<file path="config.mk">
export PLATFORM = sky130hd
export DESIGN_NAME = run_command_source_select
export DESIGN_NICKNAME = d
export VERILOG_FILES = /design/src/rtl/cmd_src_pkg.sv /design/src/rtl/run_delay_if.sv /design/src/rtl/run_delay_timer.sv /design/src/rtl/run_command_source_select.sv
export SDC_FILE = /design/constraint.sdc
export NUM_CORES = 1
export LEC_CHECK = 0
export ABC_AREA = 1
export CAP_MARGIN = 40
export CORE_MARGIN = 2
export CORE_UTILIZATION = 30
export DETAILED_ROUTE_END_ITERATION = 16
export DONT_BUFFER_PORTS = 1
export GPL_TIMING_DRIVEN = 0
export PLACE_DENSITY = 0.51
export REMOVE_ABC_BUFFERS = 1
export SLEW_MARGIN = 25
export SYNTH_ARGS = -nofsm -noshare
export SYNTH_HDL_FRONTEND = slang
export SYNTH_HIERARCHICAL = 1
export SYNTH_SLANG_ARGS = --single-unit
</file>
<file path="constraint.sdc">
create_clock -name i_clk -period 9.5 [get_ports i_clk]
set_clock_uncertainty 0.2 [all_clocks]
set_input_delay 0.475 -clock i_clk [delete_from_list [all_inputs] [get_ports i_clk]]
set_output_delay 0.475 -clock i_clk [all_outputs]
set_load 0.02 [all_outputs]
</file>
<file path="src/rtl/cmd_src_pkg.sv">
/*
 * Constants and types for the run command source selector.
 * Assumes a 40 MHz control clock; all users import the whole package.
 */
package cmd_src_pkg;
	localparam int unsigned CLK_HZ = 40_000_000;
	localparam int NUM_TERMS = 11;
	localparam int FUNC_W = 6;
	localparam logic [5:0] FUNC_MAX = 6'h33;
	localparam logic [5:0] FUNC_FWD_RUN = 6'h01;
	localparam logic [5:0] FUNC_REV_DIR = 6'h02;

	// Command source selector codes
	localparam logic [2:0] SRC_KEYPAD = 3'h0;
	localparam logic [2:0] SRC_TWO_WIRE = 3'h1;
	localparam logic [2:0] SRC_RUN_DIR = 3'h2;
	localparam logic [2:0] SRC_SERIAL = 3'h3;
	localparam logic [2:0] SRC_FIELDBUS = 3'h4;
	localparam logic [2:0] SRC_PLC = 3'h5;
	localparam logic [2:0] SRC_RESET = SRC_TWO_WIRE;

	// Run-on delay, in hundredths of a second
	localparam logic [13:0] DELAY_MAX_CS = 14'h2710;
	localparam logic [13:0] DELAY_RESET_CS = 14'h0064;
	localparam int unsigned CS_TIME_S_DIV = 100;
	localparam int unsigned CYC_PER_CS = CLK_HZ / CS_TIME_S_DIV;
	localparam logic [18:0] CYC_PER_CS_M1 = 19'(CYC_PER_CS - 1);

	// Serial settings
	localparam logic [7:0] STATION_MIN = 8'h01;
	localparam logic [7:0] STATION_MAX = 8'hfa;
	localparam logic [7:0] STATION_RESET = 8'h01;
	localparam logic [1:0] PROTO_RESET = 2'h0; // Modbus RTU
	localparam logic [2:0] RATE_RESET = 3'h3; // 9600 bps
	localparam logic [2:0] RATE_MAX = 3'h5; // 38400 bps
	localparam logic [1:0] FORMAT_RESET = 2'h0; // 8 data, no parity, 1 stop
	localparam logic [1:0] FORMAT_MAX = 2'h3;

	typedef enum logic [1:0] {ST_STOP, ST_WAIT, ST_RUN} run_state_t;
endpackage : cmd_src_pkg

</file>
<file path="src/rtl/run_delay_if.sv">
/*
 * Carries run request and delay handshake between selector and delay timer.
 * Assumes both ends share the selector's clock.
 */
`timescale 1ns/100ps
interface run_delay_if;
	logic start;
	logic [13:0] delay_cs;
	logic done;
	modport ctrl (output start, output delay_cs, input done);
	modport timer (input start, input delay_cs, output done);
endinterface : run_delay_if

</file>
<file path="src/rtl/run_delay_timer.sv">
/*
 * Run-on delay timer counting hundredths of a second.
 * Assumes start is held high for the whole wait; dropping it restarts the count.
 */
`timescale 1ns/100ps
module run_delay_timer
	import cmd_src_pkg::*;
(
	input wire logic i_clk,
	input wire logic i_rst_n,
	run_delay_if.timer dly
);
	import cmd_src_pkg::*;

	logic [18:0] tick_r;
	logic [13:0] cs_r;
	logic done_r;
	wire tick_wrap = (tick_r == CYC_PER_CS_M1);
	wire at_target = (cs_r >= dly.delay_cs);

	// Prescaler and hundredths counter, both cleared while idle
	always_ff @(posedge i_clk or negedge i_rst_n) begin
		if (!i_rst_n) begin
			tick_r <= 19'h0;
			cs_r <= 14'h0;
			done_r <= 1'b0;
		end else if (!dly.start) begin
			tick_r <= 19'h0;
			cs_r <= 14'h0;
			done_r <= 1'b0;
		end else begin
			done_r <= at_target;
			tick_r <= tick_wrap ? 19'h0 : tick_r + 19'h1;
			if (tick_wrap && !at_target)
				cs_r <= cs_r + 14'h1;
		end
	end
	assign dly.done = done_r;

	run_done_a: assert property (@(posedge i_clk) disable iff (!i_rst_n)
		!dly.start |=> !dly.done) else $error("delay done without start");
endmodule : run_delay_timer

</file>
<file path="src/rtl/run_command_source_select.sv">
/*
 * Run command source selector: keypad, terminal modes, serial, fieldbus, PLC.
 * Assumes all inputs synchronous to i_clk; settings come from parameter storage.
 */
`timescale 1ns/100ps
// Operation
// - With selector 0 the forward key runs forward, reverse key runs reverse, stop key stops.
// - Selector 1 is two-wire terminal mode with a forward input and a reverse input.
// - Each of eleven terminals takes a function code 0 to 51; 1 is forward/run, 2 is reverse/direction.
// - In two-wire mode forward alone runs forward and reverse alone runs reverse.
// - In two-wire mode both inputs on or both off means stop.
// - Selector 2 uses the run input as run request and the direction input as reverse when on.
// - In terminal modes a run request waits a run-on delay of 0.00 to 100.00 s, default 1.00.
// - Selector 3 obeys run commands from the serial port.
// - The serial port answers only its station id, 1 to 250, default 1.
// - Serial protocol defaults to 0, Modbus RTU.
// - Serial bit rate is selectable 1200 to 38400, default 9600.
// - Serial character format defaults to 8 data bits, no parity, one stop bit.
// - Selector 4 selects the fieldbus and 5 selects the PLC option.
module run_command_source_select
	import cmd_src_pkg::*;
(
	input wire logic i_clk,
	input wire logic i_rst_n,
	input wire logic i_cfg_we,
	input wire logic [2:0] i_command_source_select,
	input wire logic [13:0] i_run_delay_cs,
	input wire logic [7:0] i_serial_station_id,
	input wire logic [1:0] i_serial_protocol_select,
	input wire logic [2:0] i_serial_bit_rate,
	input wire logic [1:0] i_serial_char_format,
	input wire logic i_func_we,
	input wire logic [3:0] i_func_idx,
	input wire logic [cmd_src_pkg::FUNC_W-1:0] i_func_code,
	input wire logic [cmd_src_pkg::NUM_TERMS-1:0] i_multi_function_terminal,
	input wire logic i_key_fwd,
	input wire logic i_key_rev,
	input wire logic i_key_stop,
	input wire logic [7:0] i_serial_addr,
	input wire logic i_serial_cmd_valid,
	input wire logic i_serial_run,
	input wire logic i_serial_rev,
	input wire logic i_fieldbus_run,
	input wire logic i_fieldbus_rev,
	input wire logic i_plc_run,
	input wire logic i_plc_rev,
	output logic o_run,
	output logic o_reverse,
	output logic o_run_pending,
	output logic o_serial_addr_match,
	output logic [2:0] o_command_source_select,
	output logic [7:0] o_serial_station_id,
	output logic [1:0] o_serial_protocol_select,
	output logic [2:0] o_serial_bit_rate,
	output logic [1:0] o_serial_char_format,
	output logic o_cfg_error
);
	import cmd_src_pkg::*;

	logic rst_s1_r, rst_s2_r;
	logic rst_n;
	logic [2:0] src_r;
	logic [13:0] delay_r;
	logic [7:0] station_r;
	logic [1:0] proto_r;
	logic [2:0] rate_r;
	logic [1:0] format_r;
	logic [FUNC_W-1:0] func_r [NUM_TERMS];
	logic [NUM_TERMS-1:0] is_fwd, is_rev;
	logic key_run_r, key_rev_r;
	logic ser_run_r, ser_rev_r;
	logic run_r, rev_r, pend_r, match_r, err_r;
	run_state_t state_r, state_nxt;
	run_delay_if dly ();

	// Reset release through two flops so all logic leaves reset together
	always_ff @(posedge i_clk or negedge i_rst_n) begin
		if (!i_rst_n) begin
			rst_s1_r <= 1'b0;
			rst_s2_r <= 1'b0;
		end else begin
			rst_s1_r <= 1'b1;
			rst_s2_r <= rst_s1_r;
		end
	end
	assign rst_n = rst_s2_r;

	// Out-of-range settings are refused and flagged instead of clamped
	wire src_ok = (i_command_source_select <= SRC_PLC);
	wire delay_ok = (i_run_delay_cs <= DELAY_MAX_CS);
	wire station_ok = (i_serial_station_id >= STATION_MIN) && (i_serial_station_id <= STATION_MAX);
	wire rate_ok = (i_serial_bit_rate <= RATE_MAX);
	wire format_ok = (i_serial_char_format <= FORMAT_MAX);
	wire cfg_ok = src_ok && delay_ok && station_ok && rate_ok && format_ok;
	wire func_ok = (i_func_code <= FUNC_MAX) && (i_func_idx < 4'(NUM_TERMS));

	// Setting storage
	always_ff @(posedge i_clk or negedge rst_n) begin
		if (!rst_n) begin
			src_r <= SRC_RESET;
			delay_r <= DELAY_RESET_CS;
			station_r <= STATION_RESET;
			proto_r <= PROTO_RESET;
			rate_r <= RATE_RESET;
			format_r <= FORMAT_RESET;
			err_r <= 1'b0;
		end else begin
			if (i_cfg_we && cfg_ok) begin
				src_r <= i_command_source_select;
				delay_r <= i_run_delay_cs;
				station_r <= i_serial_station_id;
				proto_r <= i_serial_protocol_select;
				rate_r <= i_serial_bit_rate;
				format_r <= i_serial_char_format;
			end
			err_r <= (i_cfg_we && !cfg_ok) || (i_func_we && !func_ok);
		end
	end

	// Terminal function table, one entry per terminal
	genvar g;
	generate
		for (g = 0; g < NUM_TERMS; g++) begin : g_term
			always_ff @(posedge i_clk or negedge rst_n) begin
				if (!rst_n)
					func_r[g] <= '0;
				else if (i_func_we && func_ok && i_func_idx == 4'(g))
					func_r[g] <= i_func_code;
			end
			assign is_fwd[g] = (func_r[g] == FUNC_FWD_RUN);
			assign is_rev[g] = (func_r[g] == FUNC_REV_DIR);
		end
	endgenerate

	// Any terminal carrying the forward or reverse function asserts that function
	wire term_fwd = |(is_fwd & i_multi_function_terminal);
	wire term_rev = |(is_rev & i_multi_function_terminal);

	// Keypad latch: keys are momentary, stop wins over a start key
	always_ff @(posedge i_clk or negedge rst_n) begin
		if (!rst_n) begin
			key_run_r <= 1'b0;
			key_rev_r <= 1'b0;
		end else if (src_r != SRC_KEYPAD || i_key_stop) begin
			key_run_r <= 1'b0;
		end else if (i_key_fwd && !i_key_rev) begin
			key_run_r <= 1'b1;
			key_rev_r <= 1'b0;
		end else if (i_key_rev && !i_key_fwd) begin
			key_run_r <= 1'b1;
			key_rev_r <= 1'b1;
		end
	end

	// Serial command latch; frames for other stations are dropped
	wire addr_hit = (i_serial_addr == station_r);
	always_ff @(posedge i_clk or negedge rst_n) begin
		if (!rst_n) begin
			ser_run_r <= 1'b0;
			ser_rev_r <= 1'b0;
			match_r <= 1'b0;
		end else begin
			match_r <= i_serial_cmd_valid && addr_hit;
			if (src_r != SRC_SERIAL)
				ser_run_r <= 1'b0;
			else if (i_serial_cmd_valid && addr_hit) begin
				ser_run_r <= i_serial_run;
				ser_rev_r <= i_serial_rev;
			end
		end
	end

	// Per-source request decode; only the selected source reaches the run state
	wire two_run = term_fwd ^ term_rev;
	wire two_rev = term_rev && !term_fwd;
	wire rd_run = term_fwd;
	wire rd_rev = term_rev;
	wire term_mode = (src_r == SRC_TWO_WIRE) || (src_r == SRC_RUN_DIR);
	logic req_run, req_rev;
	always_comb begin
		req_run = 1'b0;
		req_rev = 1'b0;
		case (src_r)
			SRC_KEYPAD: begin
				req_run = key_run_r;
				req_rev = key_rev_r;
			end
			SRC_TWO_WIRE: begin
				req_run = two_run;
				req_rev = two_rev;
			end
			SRC_RUN_DIR: begin
				req_run = rd_run;
				req_rev = rd_rev;
			end
			SRC_SERIAL: begin
				req_run = ser_run_r;
				req_rev = ser_rev_r;
			end
			SRC_FIELDBUS: begin
				req_run = i_fieldbus_run;
				req_rev = i_fieldbus_rev;
			end
			SRC_PLC: begin
				req_run = i_plc_run;
				req_rev = i_plc_rev;
			end
			default: begin
				req_run = 1'b0;
				req_rev = 1'b0;
			end
		endcase
	end

	// Run state: terminal modes pass through the run-on delay first
	assign dly.start = (state_r == ST_WAIT) && req_run;
	assign dly.delay_cs = delay_r;
	always_comb begin
		state_nxt = state_r;
		case (state_r)
			ST_STOP: begin
				if (req_run)
					state_nxt = term_mode ? ST_WAIT : ST_RUN;
			end
			ST_WAIT: begin
				if (!req_run)
					state_nxt = ST_STOP;
				// A switch away from the terminals must not keep the terminal delay
				else if (dly.done || !term_mode)
					state_nxt = ST_RUN;
			end
			ST_RUN: begin
				if (!req_run)
					state_nxt = ST_STOP;
			end
			default: state_nxt = ST_STOP;
		endcase
	end

	run_delay_timer u_timer (
		.i_clk(i_clk),
		.i_rst_n(rst_n),
		.dly(dly.timer)
	);

	// State and registered outputs
	always_ff @(posedge i_clk or negedge rst_n) begin
		if (!rst_n) begin
			state_r <= ST_STOP;
			run_r <= 1'b0;
			rev_r <= 1'b0;
			pend_r <= 1'b0;
		end else begin
			state_r <= state_nxt;
			run_r <= (state_nxt == ST_RUN);
			pend_r <= (state_nxt == ST_WAIT);
			if (req_run)
				rev_r <= req_rev;
		end
	end

	assign o_run = run_r;
	assign o_reverse = rev_r;
	assign o_run_pending = pend_r;
	assign o_serial_addr_match = match_r;
	assign o_command_source_select = src_r;
	assign o_serial_station_id = station_r;
	assign o_serial_protocol_select = proto_r;
	assign o_serial_bit_rate = rate_r;
	assign o_serial_char_format = format_r;
	assign o_cfg_error = err_r;

	two_wire_stop_a: assert property (@(posedge i_clk) disable iff (!rst_n)
		(src_r == SRC_TWO_WIRE && term_fwd == term_rev && state_r == ST_RUN) |=> !run_r)
		else $error("two-wire both equal did not stop");
	keypad_stop_a: assert property (@(posedge i_clk) disable iff (!rst_n)
		(src_r == SRC_KEYPAD && i_key_stop) |=> ##1 !run_r)
		else $error("stop key ignored");
	term_delay_a: assert property (@(posedge i_clk) disable iff (!rst_n)
		(term_mode && state_r == ST_STOP && req_run && delay_r != 14'h0) |=> !run_r)
		else $error("terminal run skipped delay");
	serial_addr_a: assert property (@(posedge i_clk) disable iff (!rst_n)
		(i_serial_cmd_valid && !addr_hit && src_r == SRC_SERIAL) |=> $stable(ser_run_r))
		else $error("foreign station obeyed");
	serial_run_a: assert property (@(posedge i_clk) disable iff (!rst_n)
		(src_r == SRC_SERIAL && $stable(src_r) && i_serial_cmd_valid && addr_hit && i_serial_run
		&& state_r == ST_STOP) |=> ##1 run_r)
		else $error("serial run not obeyed");
	other_src_a: assert property (@(posedge i_clk) disable iff (!rst_n)
		(src_r == SRC_PLC && !i_plc_run) |=> !run_r)
		else $error("non-selected source ran");
	fieldbus_run_a: assert property (@(posedge i_clk) disable iff (!rst_n)
		(src_r == SRC_FIELDBUS && i_fieldbus_run) |=> run_r && (rev_r == $past(i_fieldbus_rev)))
		else $error("fieldbus run not followed");
	station_range_a: assert property (@(posedge i_clk) disable iff (!rst_n)
		station_r >= STATION_MIN && station_r <= STATION_MAX && rate_r <= RATE_MAX)
		else $error("serial setting out of range");
	func_range_a: assert property (@(posedge i_clk) disable iff (!rst_n)
		(i_func_we && i_func_code > FUNC_MAX) |=> o_cfg_error)
		else $error("bad function code not flagged");
	run_dir_a: assert property (@(posedge i_clk) disable iff (!rst_n)
		(src_r == SRC_RUN_DIR && term_fwd) |=> rev_r == $past(term_rev))
		else $error("direction not taken from reverse input");
endmodule : run_command_source_select

</file>
Word-level counts from Yosys, hierarchy flattened
Index checks and enable logic that the tools add are counted.
{"block": "word_totals", "output_inout_bits": 23, "in_bits": 75, "reg_bits": 145, "elab_cells": 161}
{"block": "classes", "mux": 19, "reduce_logical": 49, "magnitude_cmp": 9, "n_bitwise": 5, "add_sub_neg": 2, "eq_ne": 45}
{"operator": "6-bit by 1-bit == test with 1-bit output, second input constant", "n": 11}
{"operator": "6-bit by 2-bit == test with 1-bit output, second input constant", "n": 11}
{"operator": "19-bit two-way mux", "n": 2}
{"operator": "14-bit two-way mux", "n": 2}
{"operator": "1-bit logical AND", "n": 27}
{"operator": "11-bit AND", "n": 2}
{"operator": "11-bit OR reduction", "n": 2}
{"operator": "19-bit by 1-bit adder with 19-bit output, second input constant", "n": 1}
{"operator": "19-bit == test, second input constant", "n": 1}
{"operator": "4-bit by 3-bit == test with 1-bit output, second input constant", "n": 4}
{"operator": "14-bit by 1-bit adder with 14-bit output, second input constant", "n": 1}
{"operator": "14-bit >= comparator", "n": 1}
{"operator": "14-bit less-or-equal comparator, second input constant", "n": 1}
{"operator": "4-bit == test, second input constant", "n": 3}
{"operator": "1-bit one-hot mux with 6 select lines", "n": 2}
{"operator": "2-bit two-way mux", "n": 5}
{"operator": "4-bit by 2-bit == test with 1-bit output, second input constant", "n": 2}
{"operator": "8-bit == test", "n": 1}
{"operator": "8-bit by 1-bit >= comparator with 1-bit output, second input constant", "n": 1}
{"operator": "8-bit less-or-equal comparator, second input constant", "n": 1}
{"operator": "1-bit logical NOT", "n": 7}
{"operator": "1-bit two-way mux", "n": 7}
{"operator": "3-bit by 2-bit == test with 1-bit output, second input constant", "n": 2}
{"operator": "3-bit == test, second input constant", "n": 2}
{"operator": "20 further kinds", "n": 30}

Logic depth before layout (Yosys ltp)
Gate-level depths: netlist of run 1.
{"block": "depth", "depth_word": 8, "depth_mapped": 16}

Hierarchy
Netlist of run 1, hierarchy kept.
{"mod": "run_command_source_select", "cells_per_inst": 680, "n_inst": 1, "area_per_inst_um2": 5393.9}
{"mod": "run_delay_timer", "cells_per_inst": 365, "n_inst": 1, "area_per_inst_um2": 2501.1}

Worst setup path before layout of run 1
No wires, ideal clock.
{"block": "synth_path", "path_kind": "input -> register", "start": "input port i_multi_function_terminal[2] in the netlist's numbering", "end": "register u_timer.cs_r[3]", "stages": 15, "required_time_ps": 9234, "setup_slack_ps": 6821, "path_buffers": 2, "t_arrival_ps": 2412, "setup_time_ps": 66, "path_cell_list": "inv_1 > nor3_1 > nand2_1 > nand2_1 > nor2_1 > nand3_1 > inv_1 > ha_1 > o2111ai_1 > nor2_1 > a21boi_0 > clkbuf_1 > buf_1 > nand3_1 > nand2_1"}
{"block": "synth_via", "elab_chain_len": 6}
{"element": "start: declaration", "line": "run_command_source_select.sv:35", "source": "input wire logic [cmd_src_pkg::NUM_TERMS-1:0] i_multi_function_terminal,"}
{"element": "11-bit AND (on tied branches)", "line": "run_command_source_select.sv:136, run_command_source_select.sv:137"}
{"element": "11-bit OR reduction (on tied branches)", "line": "run_command_source_select.sv:136, run_command_source_select.sv:137"}
{"element": "1-bit bitwise XOR", "line": "run_command_source_select.sv:174", "source": "wire two_run = term_fwd ^ term_rev;"}
{"element": "1-bit one-hot mux with 6 select lines (*)", "line": "run_command_source_select.sv:183", "source": "case (src_r)"}
{"element": "1-bit logical AND (*)", "line": "run_command_source_select.sv:216", "source": "assign dly.start = (state_r == ST_WAIT) && req_run;"}
{"element": "via dly.start", "line": "run_delay_if.sv:7", "source": "logic start;"}
{"element": "2-bit inequality test (no line) or 14-bit two-way mux (tied branches)"}
{"element": "end signal: assignment", "line": "run_delay_timer.sv:35", "source": "cs_r <= cs_r + 14'h1;"}
{"element": "end: declaration", "line": "run_delay_timer.sv:16", "source": "logic [13:0] cs_r;"}
The timed path passes the listed nets; every way through them passes the cells marked *.
A chain may end at the register's enable or synchronous reset.

Worst setup path after layout of run 1
{"block": "layout_path", "start": "register func_r[61] in the netlist's numbering", "end": "register u_timer.tick_r[14]"}
{"block": "layout_via", "elab_chain_len": 7}
{"element": "start: declaration", "line": "run_command_source_select.sv:68", "source": "logic [FUNC_W-1:0] func_r [NUM_TERMS];"}
{"element": "start signal: indexed assignment", "line": "run_command_source_select.sv:128", "source": "func_r[g] <= i_func_code;"}
{"element": "6-bit by 1-bit == test with 1-bit output or 6-bit by 2-bit == test with 1-bit output (tied branches)", "line": "run_command_source_select.sv:130, run_command_source_select.sv:131"}
{"element": "11-bit AND (on tied branches)", "line": "run_command_source_select.sv:136, run_command_source_select.sv:137"}
{"element": "11-bit OR reduction (on tied branches)", "line": "run_command_source_select.sv:136, run_command_source_select.sv:137"}
{"element": "1-bit bitwise XOR", "line": "run_command_source_select.sv:174"}
{"element": "1-bit one-hot mux with 6 select lines (*)", "line": "run_command_source_select.sv:183"}
{"element": "1-bit logical AND (*)", "line": "run_command_source_select.sv:216"}
{"element": "via dly.start", "line": "run_delay_if.sv:7"}
{"element": "19-bit two-way mux (*)", "line": "run_delay_timer.sv:27", "source": "end else if (!dly.start) begin"}
{"element": "end signal: assignment", "line": "run_delay_timer.sv:33", "source": "tick_r <= tick_wrap ? 19'h0 : tick_r + 19'h1;"}
{"element": "end: declaration", "line": "run_delay_timer.sv:15", "source": "logic [18:0] tick_r;"}
Marked as above.

==> run_results.csv, run 1 <==
group,metric,value,unit
placed_design,dp_cells,1355,
detailed_routing,drt_wl_total,19220,um
power_and_ir_drop,switching_power,0.0005222,W
placed_design,dp_hpwl,13800,um
sta,rsz0062_at_grt,"no",
worst_setup_path,r2r_end,"u_timer/tick_r[14]",
power_and_ir_drop,p_clk_share,36.5,%
sta,timing.final.ws_setup,6.240,ns
clock_network,h-tree-depth,4,
detailed_routing,viasPerCell,4.608,
power_and_ir_drop,switching_share,30.18,%
logic_synthesis,synth_adder_area_share,3.011,%
sta,fin_setup_tns,0,ns
sta,relSlewSlack,51.58,%
clock_network,tritoncts,"built",
power_and_ir_drop,total_power,0.001730,W
finish,antenna_cells,0,
finish,instances_no_fill,1422,
detailed_routing,vias,6552,
logic_synthesis,synthSimpleGateAreaFrac,33.09,%
logic_synthesis,synth_edf_count,0,
power_and_ir_drop,seqPwrFrac,47.3,%
power_and_ir_drop,p_leak,4.532,nW
grt,antenna_found_initial,0,
grt,grt_start_max_net_pins,44,
grt,grt_overflow_total,0,
logic_synthesis,syn_area,7895,um^2
worst_setup_path,end_kind,"register",
clock_network,cts_buffer_depth,2,
worst_hold_path,hold_path_depth,2,
floorplan,core.rowCount,59,
grt,grt_pass1_vias,6629,
sta,slew_violations,0,
detailed_routing,drtIter0Drc,335,
logic_synthesis,synth_compound_area_share,6.149,%
logic_synthesis,ys_seq_elements,145,
finish,num-nets-final,1170,
detailed_routing,drt_pass1_iterations,7,
power_and_ir_drop,comb_power_share,16.3,%
floorplan,die_area,27630,um^2
floorplan,initial_utilization,30.38,%
logic_synthesis,yosys.area.top_type,"dfrtp_1",
sta,setup_viol,0,
finish,syn_to_final_growth,16.29,%
worst_setup_path,reg2reg_setup_slack,6.24,ns
detailed_routing,route.detailed.drc,0,
worst_setup_path,cp.arrival,3.41,ns
grt,grt_pass1_wl,32940,um
floorplan,die_h,166.2,um
sta,hold_violations,0,
finish,final_common_cell,"nand2_1",
worst_setup_path,worstSetupPathType,"reg2reg",
run_status,status,"finished clean",
logic_synthesis,synthCells,1045,
detailed_routing,wire_per_inst,13.52,um
sta,min_period,3.260,ns
worst_setup_path,ff2ff_path_depth,17,
logic_synthesis,synth_cell_types,47,
job,drv_cap,0,
power_and_ir_drop,ir_worst_vdd,0.0001087,V
detailed_routing,drtAntennaViolNets,0,
grt,grt_usage,14.71,%
clock_network,clk_pin_slew,0.06,ns
logic_synthesis,synth-seq-area-share,46.07,%
clock_network,clock_latency,0.42,ns
worst_setup_path,critPathRequiredTime,9.65,ns
floorplan,ioPinCount,98,
clock_network,cts_sinks,145,
clock_network,cts_buffers,17,
power_and_ir_drop,internal_power,0.001208,W
logic_synthesis,ys_async_sr_fraction,100.0,%
worst_hold_path,holdCritStartpoint,"i_run_delay_cs[0]",
clock_network,postCtsResizedCells,0,
placed_design,gp_congestion,0.7758,
floorplan,core-area,25980,um^2
logic_synthesis,synth_top_area_share,43.74,%
logic_synthesis,yosysWarningCount,6,
logic_synthesis,ys.flop_type,"dfrtp_1",
logic_synthesis,synth_top_family_by_area,"simple AND/OR/NAND/NOR gates",
logic_synthesis,synth_area_leaders,"dfrtp_1 44%, nand2_1 15%, inv_1 7.3%",
sta,fin_crit_sh,34.32,%
placed_design,portBuffers,0,
clock_network,root_buffer,"clkbuf_16",
finish,post_route_cells_drive_above_1_share,6.808,%
logic_synthesis,synthMuxAreaShare,0,%
floorplan,die_w,166.2,um
placed_design,place_ws,5.760,ns
finish,mostFrequentLayoutCells,"320 x nand2_1, 153 x inv_1, 137 x dfrtp_1",
sta,max_slew.worst_pin.slew,0.7223,ns
worst_hold_path,min_to,"delay_r[0]",
power_and_ir_drop,p_per_area,188.4,nW/um^2
worst_hold_path,hold_class,"in2reg",
worst_setup_path,worstReg2RegStart,"func_r[61]",
sta,max_freq,306.7,MHz
logic_synthesis,synthXorXnorAreaFrac,1.775,%
worst_setup_path,cp_max_fo,17,
worst_setup_path,start_kind,"register",
logic_synthesis,syn_area_per_cell,7.555,um^2
worst max-delay path, stage by stage, from the launching register on:
cell and delay [ns]:
dfrtp_1 0.38, inv_1 0.08, nand2_1 0.05, nor2_1 0.10, nand2_1 0.06, nand2_1 0.08
nor2_1 0.07, nand3_1 0.14, inv_1 0.06, ha_1 0.28, o2111ai_1 0.19, nor2_1 0.12
a21boi_4 0.41, nand2_1 0.30, buf_8 0.24, inv_1 0.19, o21ai_0 0.14, nor2_1 0.10
cell usage after synthesis, types with 2 or more instances:
master    count
dfrtp_1     138
buf_6         4
inv_1       153
nand2_1     320
inv_2         2
nor3_2        3
nor2_2        6
clkbuf_1      5
dfstp_2       7
o21ai_1      36
nor3_1       25
a21oi_1      14
nand3_2       2
buf_2        16
xor2_1       13
nand3_1      51
nor4_1        5
nand3_4       3
nand4_1      57
xnor2_1       3
nor3b_1       2
buf_1         2
nor2_1      100
ha_1         19
buf_4         6
nor3_4        2
nand2_2       2
o21ai_0      30
worst max-delay path by stage:
stage | to | from
after CTS | u_timer/tick_r[14] | func_r[64]
after global placement | func_r[65] | rst_n
final | u_timer/tick_r[14] | func_r[61]
after detailed placement | u_timer/tick_r[14] | i_multi_function_terminal[0]
after floorplan | u_timer/tick_r[14] | i_multi_function_terminal[2]
after global routing | u_timer/tick_r[14] | func_r[41]
layer usage:
metal  global-route usage, %  wire (um)  up-vias
li1                        -          -     3382
met1                   18.69       8801     3032
met2                   25.08       9269      125
met3                   3.885        980       13
met4                   3.523        172        0
met5                       0          0        -
area by class of cell:
| cell class | count | area [um^2] |
|---|---|---|
| timing repair buffer | 45 | 491.7 |
| inverter | 155 | 581.8 |
| fill | 2802 | 16800 |
| clock inverter | 9 | 86.33 |
| clock buffer | 21 | 460.4 |
| multi-input combinational | 712 | 3501 |
| sequential | 145 | 3641 |
| tap | 335 | 419.2 |
power by group through the flow:
stage | combinational (W) | clock, W | sequential [W]
2_1_floorplan | 0.000204 | 0 | 0.000816
3_3_place_gp | 0.000248 | 0 | 0.000838
3_5_place_dp | 0.000272 | 0 | 0.000830
4_1_cts | 0.000287 | 0.000649 | 0.000820
5_1_grt | 0.000337 | 0.000676 | 0.000834
6_report | 0.000282 | 0.000631 | 0.000818
state kept, by name (all words and copies together) (netlist names), 2 cells and up:
| signal | flops |
|---|---|
| o_command_source_select | 3 |
| o_serial_station_id | 8 |
| o_serial_char_format | 2 |
| delay_r | 14 |
| u_timer/cs_r | 14 |
| func_r | 66 |
| o_serial_protocol_select | 2 |
| state_r | 2 |
| o_serial_bit_rate | 3 |
| u_timer/tick_r | 19 |
logic make-up after synthesis:
group / after synthesis
and+or+nand+nor: 586
AOI/OAI and AO/OA: 90
adders and majority gates: 19
buffers and inverters: 188
xor gates and xnor gates: 16
DFF: 145
other: 1
stage by stage:
stage               util, %  hold WS, ns  area (um^2)
floorplan                 -     -0.02059         7699
global placement      31.24     -0.02054         8118
detailed placement    31.80     -0.02052         8264
CTS                   35.26   0.00007422         9161
global route          35.33     0.006362         9181
finish                35.33     0.008361         9181
timing repair:
item | CTS | global route
hold endpoints to repair | 46 | 0
hold buffers | 35 | 0
buffers inserted | 0 | 0
Note: power is estimated with default switching activity, not from simulation.
==> run 2, diff against run 1 <==
==> constraint.sdc (replaced) <==
create_clock -name i_clk -period 3.35 [get_ports i_clk]
set_clock_uncertainty 0.2 [all_clocks]
set_input_delay 0.1675 -clock i_clk [delete_from_list [all_inputs] [get_ports i_clk]]
set_output_delay 0.1675 -clock i_clk [all_outputs]
set_load 0.02 [all_outputs]
==> run 2 against run 1 <==
Effect of this change: global-route usage grew 0.34 points; register-to-register slack worse by 5.8 ns; largest power group unchanged; sequential power grew to 2.8 times the previous value; critical path type is now in2reg; die area unchanged; combinational power grew to 3.1 times the previous value; non-clock buffer count is 45 higher; power rose to 2.9 times the previous value; clock power increased to 2.9 times the previous value; sequential share of layout area fell by 1.9 points; final area up 5.0%; first-iteration DRC count decreased by 4.2%; via count is 2.1% higher.
==> run_results.csv, run 2 (synthesis gave the netlist of run 1 again) <==
group,metric,value,unit
detailed_routing,viasPerCell,4.555,
power_and_ir_drop,switching_power,0.001514,W
worst_setup_path,path_cells,"dlygate4sd3_1 -> a22o_1 -> dlygate4sd3_1 -> nor3_4 -> buf_6 -> buf_8 -> nand4_1 -> dlygate4sd3_1 -> nand2_1",
power_and_ir_drop,ir_worst_vdd,0.0003138,V
power_and_ir_drop,p_clk_share,36.0,%
finish,post_route_cells_drive_above_1_share,6.890,%
worst_setup_path,end_kind,"register",
finish,syn_to_final_growth,22.09,%
power_and_ir_drop,p_per_area,518.1,nW/um^2
clock_network,cts_sinks,145,
grt,grt_usage,15.05,%
power_and_ir_drop,p_leak,4.735,nW
finish,num-nets-final,1215,
detailed_routing,wire_per_inst,13.43,um
sta,relSlewSlack,54.85,%
power_and_ir_drop,switching_share,30.32,%
clock_network,clock_latency,0.42,ns
grt,grt_pass1_wl,33820,um
floorplan,core.rowCount,59,
sta,min_period,2.909,ns
power_and_ir_drop,comb_power_share,17.6,%
sta,fin_setup_tns,0,ns
detailed_routing,drt_pass1_iterations,5,
clock_network,cts_buffers,17,
finish,fin_area,9639,um^2
floorplan,die_area,27630,um^2
detailed_routing,drt_wl_total,19720,um
finish,reg_top3,"func_r (66), u_timer/tick_r (19)",
worst_setup_path,worstSetupPathType,"in2reg",
sta,rsz0062_at_grt,"no",
grt,grt_overflow_total,0,
worst_hold_path,hold_class,"in2reg",
placed_design,dp_hpwl,13800,um
detailed_routing,vias,6687,
worst_setup_path,cpPeakStageDelay,0.60,ns
clock_network,h-tree-depth,4,
worst_setup_path,reg2reg_setup_slack,0.46,ns
placed_design,place_ws,-0.3154,ns
placed_design,gp_congestion,0.7758,
placed_design,portBuffers,0,
worst_setup_path,critPathBufInv,5,
worst_setup_path,cpLargestDelayFamily,"buffers and inverters",
finish,final_common_cell,"nand2_1",
sta,max_freq,343.8,MHz
sta,holdWs,0.02845,ns
worst_setup_path,cp.arrival,3.08,ns
grt,grt_pass1_vias,6857,
grt,antenna_found_initial,1,
sta,fin_crit_sh,86.83,%
clock_network,root_buffer,"clkbuf_16",
detailed_routing,drtAntennaViolNets,0,
job,drv_cap,0,
run_status,status,"finished clean",
worst_setup_path,cp_max_fo,16,
detailed_routing,drtIter0Drc,321,
detailed_routing,route.detailed.drc,0,
clock_network,tritoncts,"built",
finish,fillers,2744,
worst_setup_path,critPathRequiredTime,3.52,ns
placed_design,place_area,8264,um^2
worst_setup_path,worst_path_most_repeated_cell,"dlygate4sd3_1",
sta,setup_viol,0,
finish,post-route-util,37.10,%
power_and_ir_drop,internal_power,0.003480,W
floorplan,die_w,166.2,um
finish,largest_reg_flops,66,
floorplan,die_h,166.2,um
sta,hold_violations,0,
worst_setup_path,slowest_stage,"dlygate4sd3_1",
finish,mostFrequentLayoutCells,"319 x nand2_1, 153 x inv_1, 137 x dfrtp_1",
clock_network,cts_buffer_depth,2,
floorplan,initial_utilization,30.38,%
grt,grt_start_max_net_pins,44,
sta,timing.final.ws_setup,0.4411,ns
sta,slew_violations,0,
power_and_ir_drop,seqPwrFrac,46.4,%
floorplan,ioPinCount,98,
clock_network,clk_pin_slew,0.06,ns
worst_setup_path,start_kind,"primary input",
sta,max_slew.worst_pin.slew,0.6736,ns
floorplan,core-area,25980,um^2
finish,top_register,"func_r",
## run 2: area by class of cell
cell class	instances	area, um^2	area share [%]
diodes	1	2.502	0.02596
clock buffers	21	460.4	4.777
well taps	335	419.2	4.348
flip-flops and latches	145	3641	37.77
multi-input cells	712	3508	36.40
repair buffers	90	939.7	9.748
clock inverters	9	86.33	0.8956
inverters	155	581.8	6.036
## run 2: worst reg2reg max path, delay by kind of cell, from the launching register on
kind | cells | cell delay (ns)
simple gates | 9 | 1.25
buf+inv | 4 | 0.48
flops | 1 | 0.38
fa+ha+maj | 1 | 0.27
compound gates | 2 | 0.21
## run 2: path summary, 6_finish.rpt
| path | from | end | cells past startpoint |
|---|---|---|---|
| max | i_serial_bit_rate[1] | delay_r[5] | 9 |
| min | i_func_idx[0] | func_r[51] | 4 |
| max reg2reg | func_r[61] | u_timer/tick_r[11] | 16 |
| min reg2reg | rst_n | o_serial_station_id[2] | 0 |
| max in group asynchronous | rst_n | func_r[56] | 2 |
| min in group asynchronous | rst_n | o_serial_station_id[2] | 0 |
## run 2: power by group through the flow
stage	logic (W)	registers [W]	clock network [W]
after floorplan	0.000578	0.00231	0
after global placement	0.000702	0.00238	0
after detailed placement	0.000771	0.00235	0
after CTS	0.000883	0.00232	0.00184
after global routing	0.00104	0.00236	0.00192
final	0.000877	0.00232	0.00180
## run 2: stage by stage
stage / std cells / power (W)
finish: 1468 / 0.004995
global route: 1468 / 0.005319
CTS: 1461 / 0.005048
detailed placement: 1355 / 0.003124
global placement: 1347 / 0.003080
floorplan: 1012 / 0.002891
## run 2: timing repair
item                                   CTS  global route
hold buffers                            76             2
endpoints found under the hold margin  107             1
gates cloned                             0             0
setup endpoints to repair               21            20
pin swaps                                0             1
buffers inserted                         0             4
gates resized for setup                  1             1
## run 2: layer usage
layer  part of all wire [%]  global-route usage (%)  up-vias  routed length, um
met5                      0                       0        -                  0
met4                   0.85                   3.673        0                167
met3                    4.7                   4.171        9                934
met2                     48                   25.76      116               9484
met1                     46                   18.87     3089               9134
li1                       -                       -     3473                  -
